## config.mk

```make
export PLATFORM = sky130hd
export DESIGN_NAME = tct_top
export DESIGN_NICKNAME = d
export VERILOG_FILES = /design/src/tct_pkg.sv /design/src/tct_sync_if.sv /design/src/tct_sync2.sv /design/src/tct_top.sv
export SDC_FILE = /design/constraint.sdc
export NUM_CORES = 1
export LEC_CHECK = 0
export BUFFER_PORTS_ARGS = -buffer_cell sky130_fd_sc_hd__buf_4
export CAP_MARGIN = 20
export CORE_UTILIZATION = 57
export CTS_BUF_LIST = sky130_fd_sc_hd__clkbuf_8
export CTS_CLUSTER_SIZE = 16
export DETAILED_ROUTE_END_ITERATION = 7
export GPL_ROUTABILITY_DRIVEN = 0
export GPL_TIMING_DRIVEN = 0
export PLACE_DENSITY_LB_ADDON = 0.25
export SYNTH_ARGS = -nofsm -noshare
export SYNTH_HDL_FRONTEND = slang
export SYNTH_HIERARCHICAL = 1
export SYNTH_SLANG_ARGS = --single-unit
```

## constraint.sdc

```tcl
create_clock -name clk_sys -period 2.5 [get_ports clk_sys]
set_input_delay 0 -clock clk_sys [delete_from_list [all_inputs] [get_ports clk_sys]]
set_output_delay 0 -clock clk_sys [all_outputs]
set_load 0.01 [all_outputs]
```

## src/tct_pkg.sv

```systemverilog
// Package of constants and types for the thermal clock throttle block
package tct_pkg;
   // Bit positions inside the thermal control word
   localparam int unsigned CTL_WIDTH       = 5;
   localparam int unsigned CTL_ODM_EN_BIT  = 4;
   localparam int unsigned CTL_DUTY_LSB    = 1;
   localparam int unsigned CTL_DUTY_MSB    = 3;
   localparam logic [4:0]  CTL_RESET       = 5'h00;
   // Modulation period is eight slots; each slot is a number of core clocks
   localparam int unsigned SLOT_BITS       = 3;
   localparam logic [2:0]  SLOT_LAST       = 3'h7;
   localparam int unsigned SLOT_CYC_BITS   = 4;
   localparam logic [3:0]  SLOT_CYC_LAST   = 4'hf;
   // Fixed automatic duty: four of eight slots on (50%)
   localparam logic [2:0]  AUTO_DUTY       = 3'h4;
   // Hysteresis: samples of the cool flag needed to release the trip
   localparam int unsigned HYST_BITS       = 5;
   localparam logic [4:0]  HYST_LAST       = 5'h1f;

   // Throttle state
   typedef enum logic [1:0] {
      TCT_IDLE = 2'b00,
      TCT_AUTO = 2'b01,
      TCT_ODM  = 2'b10
   } tct_state_t;
endpackage

```

## src/tct_sync_if.sv

```systemverilog
// Interface carrying a synchronised flag between block modules
`timescale 1ns/100ps
`default_nettype none
interface tct_sync_if;
   logic raw;
   logic synced;
   modport src (output raw, input synced);
   modport snk (input raw, output synced);
endinterface
`default_nettype wire

```

## src/tct_sync2.sv

```systemverilog
// Two-flop synchroniser for an asynchronous level
`timescale 1ns/100ps
`default_nettype none
module tct_sync2 (
   input  wire logic clk_sys,
   input  wire logic reset,
   input  wire logic clk_en,
   tct_sync_if.snk   sif
);
   logic meta_reg;
   logic sync_reg;

   // First flop feeds only the second
   always_ff @(posedge clk_sys) begin
      if (reset) begin
         meta_reg <= 1'b0;
         sync_reg <= 1'b0;
      end else if (clk_en) begin
         meta_reg <= sif.raw;
         sync_reg <= meta_reg;
      end
   end

   assign sif.synced = sync_reg;
endmodule
`default_nettype wire

```

## src/tct_top.sv

```systemverilog
// Thermal clock throttle: trip detection, clock modulation, hot and trip pins
`timescale 1ns/100ps
`default_nettype none
// Summary of operation
// - Automatic throttling starts only at fixed trip
// - Keep snooping; latch interrupts, serve while running
// - Throttle by stopping clocks, never changing frequency
// - Automatic mode overrides on-demand when hot
// - Automatic mode uses fixed 50% duty
// - Modulation period counted in core clocks
// - Stop throttling after hysteresis once cool
// - On-demand bit 4 throttles immediately
// - On-demand duty from bits 3:1
// - Hot indicator low while above trip
// - Hot indicator not newly asserted when asleep
// - Asserted hot stays until wake and cool
// - Catastrophic trip shuts core, asserts trip pin
// - Trip pin independent of activity, no bus
module tct_top (
   input  wire logic       clk_sys,
   input  wire logic       reset,
   input  wire logic       clk_en,
   input  wire logic       auto_mode_en,
   input  wire logic [4:0] thermal_ctl,
   input  wire logic       temp_over_trip,
   input  wire logic       temp_catastrophic,
   input  wire logic       low_power_state,
   input  wire logic       bus_snoop_req,
   input  wire logic       irq_req,
   input  wire logic       irq_taken,
   output logic            core_clk_run,
   output logic            throttle_active,
   output logic            auto_hot_active,
   output logic            hot_indicator_n,
   output logic            catastrophic_trip_n,
   output logic            core_shutdown,
   output logic            snoop_ack,
   output logic            irq_pending,
   output logic            irq_service
);
   tct_sync_if hot_if ();
   tct_sync_if cat_if ();

   assign hot_if.raw = temp_over_trip;
   assign cat_if.raw = temp_catastrophic;

   tct_sync2 u_sync_hot (
      .clk_sys (clk_sys),
      .reset   (reset),
      .clk_en  (clk_en),
      .sif     (hot_if.snk)
   );

   tct_sync2 u_sync_cat (
      .clk_sys (clk_sys),
      .reset   (reset),
      .clk_en  (clk_en),
      .sif     (cat_if.snk)
   );

   logic                               hot_s;
   logic                               cat_s;
   assign hot_s = hot_if.synced;
   assign cat_s = cat_if.synced;

   tct_pkg::tct_state_t                state_reg;
   tct_pkg::tct_state_t                state_next;
   logic                               trip_reg;
   logic                               trip_next;
   logic [tct_pkg::HYST_BITS-1:0]      hyst_reg;
   logic [tct_pkg::HYST_BITS-1:0]      hyst_next;
   logic [tct_pkg::SLOT_CYC_BITS-1:0]  cyc_reg;
   logic [tct_pkg::SLOT_BITS-1:0]      slot_reg;
   logic                               run_reg;
   logic                               hot_n_reg;
   logic                               cat_n_reg;
   logic                               shut_reg;
   logic                               irq_pend_reg;
   logic                               irq_srv_reg;
   logic                               snoop_reg;

   // Control word fields
   logic                               odm_en;
   logic [2:0]                         odm_duty;
   assign odm_en   = thermal_ctl[tct_pkg::CTL_ODM_EN_BIT];
   assign odm_duty = thermal_ctl[tct_pkg::CTL_DUTY_MSB:tct_pkg::CTL_DUTY_LSB];

   // hysteresis, release only after a run of cool samples
   logic                               hyst_done;
   assign hyst_done = (hyst_reg == tct_pkg::HYST_LAST);
   always_comb begin
      trip_next = trip_reg;
      hyst_next = hyst_reg;
      if (hot_s) begin
         // trip is a fixed hardware point, not visible to software
         trip_next = 1'b1;
         hyst_next = '0;
      end else if (trip_reg) begin
         if (hyst_done) begin
            trip_next = 1'b0;
            hyst_next = '0;
         end else begin
            hyst_next = hyst_reg + 5'h01;
         end
      end
   end

   // automatic mode only acts when firmware enabled it
   logic                               auto_want;
   assign auto_want = auto_mode_en && trip_reg;

   // automatic wins over on-demand when both apply
   always_comb begin
      if (auto_want) begin
         state_next = tct_pkg::TCT_AUTO;
      end else if (odm_en) begin
         state_next = tct_pkg::TCT_ODM;
      end else begin
         state_next = tct_pkg::TCT_IDLE;
      end
   end

   // Duty in eighths for the current state
   logic [2:0]                         duty_sel;
   logic                               duty_ok;
   always_comb begin
      case (state_reg)
         tct_pkg::TCT_AUTO: duty_sel = tct_pkg::AUTO_DUTY;
         tct_pkg::TCT_ODM:  duty_sel = odm_duty;
         default:           duty_sel = tct_pkg::SLOT_LAST;
      endcase
   end
   // zero duty is reserved; treated as no throttling
   assign duty_ok = (state_reg != tct_pkg::TCT_IDLE) && (duty_sel != 3'h0);

   // slots count core clocks, so period shrinks as clock rises
   logic                               slot_end;
   logic                               period_end;
   assign slot_end   = (cyc_reg == tct_pkg::SLOT_CYC_LAST);
   assign period_end = slot_end && (slot_reg == tct_pkg::SLOT_LAST);

   // clocks on for slots below duty, off for the rest
   logic                               run_next;
   assign run_next = cat_n_reg && !shut_reg && !cat_s &&
                     (!duty_ok || (slot_reg < duty_sel));

   // State, hysteresis and modulation counters
   always_ff @(posedge clk_sys) begin
      if (reset) begin
         state_reg <= tct_pkg::TCT_IDLE;
         trip_reg  <= 1'b0;
         hyst_reg  <= '0;
      end else if (clk_en) begin
         state_reg <= state_next;
         trip_reg  <= trip_next;
         hyst_reg  <= hyst_next;
      end
   end

   // Period restarts at a mode change so a new duty starts clean
   always_ff @(posedge clk_sys) begin
      if (reset) begin
         cyc_reg  <= '0;
         slot_reg <= '0;
      end else if (clk_en) begin
         if (state_next != state_reg) begin
            cyc_reg  <= '0;
            slot_reg <= '0;
         end else begin
            cyc_reg <= cyc_reg + 4'h1;
            if (slot_end) begin
               slot_reg <= slot_reg + 3'h1;
            end
         end
      end
   end

   // Clock gate and status outputs
   always_ff @(posedge clk_sys) begin
      if (reset) begin
         run_reg <= 1'b1;
      end else if (clk_en) begin
         run_reg <= run_next;
      end
   end

   // no new assertion while clocks stopped in low power
   // an assertion already made holds through low power
   logic                               hot_n_next;
   assign hot_n_next = low_power_state ? hot_n_reg : !hot_s;
   always_ff @(posedge clk_sys) begin
      if (reset) begin
         hot_n_reg <= 1'b1;
      end else if (clk_en) begin
         hot_n_reg <= hot_n_next;
      end
   end

   // catastrophic trip latches until reset and shuts core down
   // pure flag path, no bus cycle, ignores core activity
   always_ff @(posedge clk_sys) begin
      if (reset) begin
         cat_n_reg <= 1'b1;
         shut_reg  <= 1'b0;
      end else if (clk_en) begin
         if (cat_s) begin
            cat_n_reg <= 1'b0;
            shut_reg  <= 1'b1;
         end
      end
   end
   // the platform then removes core supply; nothing to do here

   // snoops answered unless core shut down; interrupts held until clocks run
   logic                               irq_pend_next;
   logic                               irq_srv_next;
   assign irq_srv_next  = (irq_pend_reg || irq_req) && run_reg &&
                          !shut_reg;
   // Set wins over clear so a request in the taken cycle is kept
   assign irq_pend_next = irq_req || (irq_pend_reg && !irq_taken);
   always_ff @(posedge clk_sys) begin
      if (reset) begin
         irq_pend_reg <= 1'b0;
         irq_srv_reg  <= 1'b0;
         snoop_reg    <= 1'b0;
      end else if (clk_en) begin
         irq_pend_reg <= irq_pend_next;
         irq_srv_reg  <= irq_srv_next;
         snoop_reg    <= bus_snoop_req && !shut_reg;
      end
   end

   // Status mirrors; registered so outputs come from flops
   logic                               thr_reg;
   logic                               auto_reg;
   always_ff @(posedge clk_sys) begin
      if (reset) begin
         thr_reg  <= 1'b0;
         auto_reg <= 1'b0;
      end else if (clk_en) begin
         thr_reg  <= duty_ok;
         auto_reg <= (state_reg == tct_pkg::TCT_AUTO);
      end
   end

   // platform watches diode while low power hides the indicator
   assign core_clk_run        = run_reg;
   assign throttle_active     = thr_reg;
   assign auto_hot_active     = auto_reg;
   assign hot_indicator_n     = hot_n_reg;
   assign catastrophic_trip_n = cat_n_reg;
   assign core_shutdown       = shut_reg;
   assign snoop_ack           = snoop_reg;
   assign irq_pending         = irq_pend_reg;
   assign irq_service         = irq_srv_reg;
endmodule
`default_nettype wire

```

==> qor.csv, run 1 <==
stage,metric,value,unit
timing,Max Freq,0.516,GHz
synth,Synth cell types,35,
clocking,clk slew on worst S/H paths,0.09,ns
timing,headroom to the max-slew limit,0.663,
status,status,finished clean,
cells_and_area,Post-Route Utilization,0.740,
synth,Yosys warnings,6,
clocking,CTS max path bufs,2,
place,HPWL after DPL,2260,um
worst_setup_path,critical path capture point type,flip-flop,
clocking,CTS tree,done,
cells_and_area,Diodes inserted,0,
worst_setup_path,CP Launch Type,flip-flop,
cells_and_area,Final nets,217,
floorplanning,Starting Density,0.615,
worst_setup_path,Worst EP arrival,2.14,ns
floorplanning,Core ar.,2250,um2
grt,GR Util All Layers,0.261,
cells_and_area,Largest register FFs,5,
floorplanning,Die Width,51.3,um
drt,post-DR wirelength/cell,14.7,um
worst_setup_path,critical path data required time,2.71,ns
floorplanning,Die Area,2630,um2
power,pwr dens,491,nW/um2
drt,Post-Route WL,3200,um
timing,setup_tns,0,ns
clocking,Clock Latency Late Sink,0.27,ns
drt,Initial DRT Pass Iterations,6,
clocking,"Hold-fix buffers, CTS",4,
synth,Synth Cell Area,1390,um2
synth,ranking of synthesized cells by area,"dfxtp_1, ha_1, nand2_1",
synth,"flops & latches, synth",28,
worst_setup_path,R2R Setup Slk,0.56,ns
synth,Post-Synthesis Cells,161,
power,peak supply drop,0.546,mV
power,Lkg Pwr,0.742,nW
cells_and_area,Layout area overhead,20.3,%
drt,detailed-route DRC error count,0,
grt,vias in the first global route,1221,
clocking,post-CTS setup buffer count,0,
floorplanning,Ports,24,
place,Port Buffers,22,
timing,setup violators final,0,
grt,initial antenna violation count,0,
grt,gr ovfl total,0,
cells_and_area,layout cells sized above 1,0.179,
drt,violation count after the first detailed-route iteration,30,
clocking,# resized after CTS,0,
grt,largest net degree at the start of global routing,15,
synth,leading area contributor after synthesis,dfxtp_1,
floorplanning,Rows,17,
worst_setup_path,critical path class,reg -> reg,
clocking,H-tree lvl count,1,
timing,Max Slew Vio Count,0,
grt,first-pass GRT wire length,5110,um
synth,mean area per synthesized cell,8.61,um2
timing,Final Hold Viols,0,
synth,share of the yosys chip area belonging to registers,0.404,
clocking,Clock Tree Root,clkbuf_8,
drt,ANT nets after route,0,
cells_and_area,most frequent cells in the layout,"dfxtp_1, buf_4, nand2_1",
worst_setup_path,Worst Path Max Fanout,6,
clocking,CTS Sinks,28,
floorplanning,die height,51.3,um
timing,RSZ-0062 raised after global routing,no,
timing,post-route clock period utilization,0.775,
worst_hold_path,worst min-delay path class,in -> reg,
synth,Mapped Nets,186,
run,max_cap viols,0,
timing,Clock Skew,0.00359,ns
cells_and_area,"most common cell after layout, fill and taps aside",dfxtp_1,
drt,Vias,1297,
drt,vias per std cell,5.95,
clocking,CTS Buf Count,3,
timing,Slew @ Worst Pin,0.502,ns
synth,Yosys top cell area share,0.404,
timing,fin crit period,1.94,ns
-- logic make-up (layout without fill, tap and decap cells) --
logic type,after synthesis,count (layout),share of synthesized area
adder cells (fa/ha/maj),10,10,0.0903
AND/OR/NAND/NOR,63,63,0.236
AO/OA/AOI/OAI,40,40,0.180
multiplexers,5,5,0.0361
XOR/XNOR,1,1,0.00632
buffers and inverters,14,43,0.0478
flip-flops,28,28,0.404
-- worst max-delay path, stage by stage, from the launching register on --
cell and delay, ns:
dfxtp_1 0.44, inv_1 0.10, ha_1 0.27, a211oi_1 0.33, ha_1 0.30, o21ai_0 0.07
a31oi_1 0.06, o31a_1 0.24, o21ai_0 0.06
-- worst paths after layout --
path,startpoint,to,depth (start not counted)
max,state_reg[0]$_SDFFE_PP0P_,core_clk_run$_SDFFE_PP1P_,8
min,irq_req,irq_pending$_SDFFE_PP0P_,3
max reg2reg,state_reg[0]$_SDFFE_PP0P_,core_clk_run$_SDFFE_PP1P_,8
min reg2reg,irq_service$_SDFFE_PP0P_,irq_service$_SDFFE_PP0P_,2
-- through the flow --
| step | total power, mW | instance area, um2 | std cells | setup WS (ns) | hold slack (ns) |
|---|---|---|---|---|---|
| 2_1_floorplan | 0.531 | 1390 | 161 | 0.758 | 0.0724 |
| 3_3_place_gp | 0.572 | 1590 | 211 | 0.676 | 0.202 |
| 3_5_place_dp | 0.577 | 1590 | 211 | 0.582 | 0.207 |
| 4_1_cts | 0.818 | 1670 | 218 | 0.565 | 0.00491 |
| 5_1_grt | 0.847 | 1670 | 218 | 0.462 | 0.0163 |
| 6_report | 0.818 | 1670 | 218 | 0.563 | 0.000184 |
-- where the power goes --
| group | internal [mW] | switching [mW] |
|---|---|---|
| Clock | 0.108 | 0.136 |
| Combinational | 0.0497 | 0.0562 |
| Sequential | 0.458 | 0.00988 |
-- routing by layer --
metal	wire length, um	GRT usage	up-vias
met5	0	0	-
met4	14	0.0676	0
met3	228	0.0595	4
met2	1620	0.491	47
met1	1340	0.291	608
li1	-	-	638
-- synthesized netlist by cell type --
library cell and instances:
nor3b_1 2, nor4b_1 2, nand2b_1 3, and3_1 4, inv_1 7, o21ai_1 1, or4b_1 1, o211ai_1 3
dfxtp_1 28, a31o_2 1, clkbuf_1 1, nor3_1 1, a21oi_1 11, nand3b_1 3, xor2_1 1, nand2_1 17
o31a_1 1, o21ai_0 9, a31oi_1 2, a211oi_1 1, mux2i_1 5, and2b_1 1, nor2_1 15, nand4_1 2
nand4b_1 1, nor4_1 2, ha_1 10, buf_2 5, a21o_1 2, o31ai_1 2, a22oi_1 6, nand3_1 8
a21oi_2 1, nand2_4 1, buf_6 1
-- final cells by class --
| class | count | area, um2 |
|---|---|---|
| Multi-Input combinational cell | 119 | 759 |
| Buffer | 7 | 40.0 |
| Fill cell | 179 | 587 |
| Clock buffer | 3 | 41.3 |
| Timing Repair Buffer | 26 | 205 |
| Sequential cell | 28 | 561 |
| Tap cell | 28 | 35.0 |
| Inverter | 7 | 26.3 |
No activity file was read; power rests on OpenSTA's default activity.
==> inputs of run 2 (changes only) <==
Settings changed: ABC_AREA from default to 1.
Clock period 2.5 ns to 2 ns, I/O delays scaled along.
==> run 2 against run 1 <==
Effect of this change:
- routed wire length is 2.3% higher
- combinational power grew 80%
- largest power group unchanged
- critical path depth rose by 3
- global-route usage increased by 1.6 points
- worst setup slack lost 0.36 ns
- synthesized area rose by 4.1%
- utilization rose by 2.8 points
- power is 52% higher
- cell count up 15%
- highest routed layer unchanged
==> qor.csv, run 2 <==
stage,metric,value,unit,change
status,status,finished clean,,unchanged
cells_and_area,Largest register FFs,5,,unchanged
synth,share of the yosys chip area belonging to registers,0.389,,was 0.404
drt,Vias,1361,,was 1297
power,peak supply drop,0.703,mV,was 0.546 mV
floorplanning,Ports,24,,unchanged
cells_and_area,Diodes inserted,0,,unchanged
drt,violation count after the first detailed-route iteration,33,,was 30
synth,Synth cell types,29,,was 35
grt,gr ovfl total,0,,unchanged
synth,Yosys top cell area share,0.389,,was 0.404
clocking,CTS max path bufs,2,,unchanged
grt,vias in the first global route,1329,,was 1221
clocking,# resized after CTS,0,,unchanged
clocking,clk slew on worst S/H paths,0.10,ns,was 0.09 ns
worst_setup_path,CP Launch Type,flip-flop,,unchanged
power,pwr dens,703,nW/um2,was 491 nW/um2
timing,final hold slack,0.00982,ns,was 0.000184 ns
clocking,H-tree lvl count,1,,unchanged
clocking,Clock Latency Late Sink,0.28,ns,was 0.27 ns
worst_setup_path,Worst Path Max Fanout,5,,was 6
place,Placed Cells,241,,was 211
timing,Max Slew Vio Count,0,,unchanged
drt,Post-Route WL,3270,um,was 3200 um
grt,GR Util All Layers,0.277,,was 0.261
drt,detailed-route DRC error count,0,,unchanged
cells_and_area,final cell count without fillers,250,,was 218
worst_setup_path,critical path class,reg -> reg,,unchanged
timing,Clock Skew,0.00443,ns,was 0.00359 ns
synth,"FFs w/ async S/R, synth",0,,unchanged
timing,fin crit period,1.80,ns,was 1.94 ns
synth,Synth Cell Area,1440,um2,was 1390 um2
timing,RSZ-0062 raised after global routing,no,,unchanged
grt,first-pass GRT wire length,5440,um,was 5110 um
cells_and_area,"most common cell after layout, fill and taps aside",nand2_1,,was dfxtp_1
timing,setup violators final,0,,unchanged
timing,Max Freq,0.556,GHz,was 0.516 GHz
clocking,CTS Sinks,28,,unchanged
synth,Post-Synthesis Cells,191,,was 161
clocking,CTS tree,done,,unchanged
clocking,Clock Tree Root,clkbuf_8,,unchanged
timing,post-route clock period utilization,0.898,,was 0.775
place,Port Buffers,22,,unchanged
synth,predominant post-synthesis flop cell,dfxtp_1,,unchanged
floorplanning,Die Width,52.3,um,was 51.3 um
synth,ranking of synthesized cells by area,"dfxtp_1, nand2_1, ha_1",,"was dfxtp_1, ha_1, nand2_1"
place,HPWL after DPL,2400,um,was 2260 um
floorplanning,Rows,17,,unchanged
timing,Final Hold Viols,0,,unchanged
synth,leading area contributor after synthesis,dfxtp_1,,unchanged
drt,vias per std cell,5.44,,was 5.95
grt,largest net degree at the start of global routing,17,,was 15
synth,Mapped Nets,216,,was 186
synth,mean area per synthesized cell,7.55,um2,was 8.61 um2
cells_and_area,# fillers,169,,was 179
synth,Yosys warnings,6,,unchanged
cells_and_area,Final nets,248,,was 217
cells_and_area,most frequent cells in the layout,"nand2_1, dfxtp_1, buf_4",,"was dfxtp_1, buf_4, nand2_1"
floorplanning,Core ar.,2300,um2,was 2250 um2
power,Lkg Pwr,0.828,nW,was 0.742 nW
synth,"flops & latches, synth",28,,unchanged
grt,initial antenna violation count,0,,unchanged
timing,Slew @ Worst Pin,0.327,ns,was 0.502 ns
worst_setup_path,Worst EP arrival,2.02,ns,was 2.14 ns
drt,ANT nets after route,0,,unchanged
timing,setup_tns,0,ns,unchanged
floorplanning,die height,52.3,um,was 51.3 um
run,max_cap viols,0,,unchanged
timing,headroom to the max-slew limit,0.782,,was 0.663
worst_setup_path,critical path capture point type,flip-flop,,unchanged
drt,Initial DRT Pass Iterations,5,,was 6
worst_hold_path,worst min-delay path class,in -> reg,,unchanged
worst_setup_path,critical path data required time,2.23,ns,was 2.71 ns
synth,Post-synth EDFFs,0,,unchanged
synth,Post-synth top cells,"nand2_1, dfxtp_1, a21oi_1",,"was dfxtp_1, nand2_1, nor2_1"
floorplanning,Die Area,2740,um2,was 2630 um2
floorplanning,Starting Density,0.628,,was 0.615
cells_and_area,layout cells sized above 1,0.225,,was 0.179
drt,post-DR wirelength/cell,13.1,um,was 14.7 um
clocking,CTS Buf Count,3,,unchanged
cells_and_area,Layout area overhead,22.3,%,was 20.3%
synth,most numerous cell in the Yosys netlist,nand2_1,,was dfxtp_1
-- run 2: changes by cell type after synthesis, moves of 4 or more --
cell     delta
a21oi_1     +9
a22oi_1     -6
and3_1      -4
inv_1      +11
mux2i_1     -5
nand2_1    +25
nand2_2     +6
nand3_1     +5
-- run 2: cells by family (layout without fill, tap and decap cells) --
family,count (synthesis),in the layout,synth area share
flops,28,28,0.389
buf+inv,26,57,0.0746
compound gates,35,35,0.136
simple gates,91,91,0.308
fa+ha+maj,10,10,0.0867
xor+xnor,1,1,0.00607
-- run 2: worst paths after layout --
check	start	endpoint	slack (ns)	cells after the start
worst max-delay path	state_reg[0]$_SDFFE_PP0P_	core_clk_run$_SDFFE_PP1P_	0.20	11
worst max register to register	state_reg[0]$_SDFFE_PP0P_	core_clk_run$_SDFFE_PP1P_	0.20	11
worst min register to register	catastrophic_trip_n$_SDFFE_PP1P_	catastrophic_trip_n$_SDFFE_PP1P_	0.47	2
worst min-delay path	temp_over_trip	u_sync_hot/meta_reg$_SDFFE_PP0P_	0.01	5
-- run 2: repair_timing --
action                                 CTS  global route
setup endpoints to repair                0             0
hold buffers                             5             0
endpoints found under the hold margin    7             0
setup buffers                            0             0
-- run 2: where the power goes --
part	switching [mW]	internal [mW]	total, mW
Combinational	0.107	0.0844	0.191
Sequential	0.0206	0.582	0.603
Clock	0.179	0.268	0.447
-- run 2: worst max-delay path: stages, from the launching register on --
cell and delay [ns]:
dfxtp_1 0.43, inv_1 0.11, ha_1 0.26, nand2_1 0.09, nand2_1 0.05, nor2_1 0.14
ha_1 0.27, a21oi_1 0.14, nand2_1 0.06, nand3_1 0.09, nand2_1 0.06, nand2_1 0.06
-- run 2: final cells by class --
cell class	instances	area (um2)	share of cell area
inverter	21	78.8	0.0447
clock buffer	3	41.3	0.0234
clock inverter	1	30.0	0.0170
multi-input combinational	137	774	0.439
sequential	28	561	0.318
tap	28	35.0	0.0199
buffer	5	28.8	0.0163
timing repair buffer	27	215	0.122
-- run 2: per-layer routing --
layer  GRT usage  part of all wire  vias to the layer above
met4       0.132             0.020                        0
met2       0.515              0.51                       50
met1       0.295              0.41                      622
li1            -                 -                      682
met5           0                 0                        -
met3      0.0493             0.057                        7
-- run 2: per-stage QoR --
| stage | area [um2] | util | setup slack (ns) | total power, mW |
|---|---|---|---|---|
| after floorplan | 1440 | - | 0.491 | 0.727 |
| after global placement | 1640 | 0.715 | 0.343 | 0.788 |
| after detailed placement | 1640 | 0.715 | 0.264 | 0.797 |
| after CTS | 1760 | 0.768 | 0.219 | 1.24 |
| after global routing | 1760 | 0.768 | 0.0676 | 1.29 |
| final | 1760 | 0.768 | 0.203 | 1.24 |
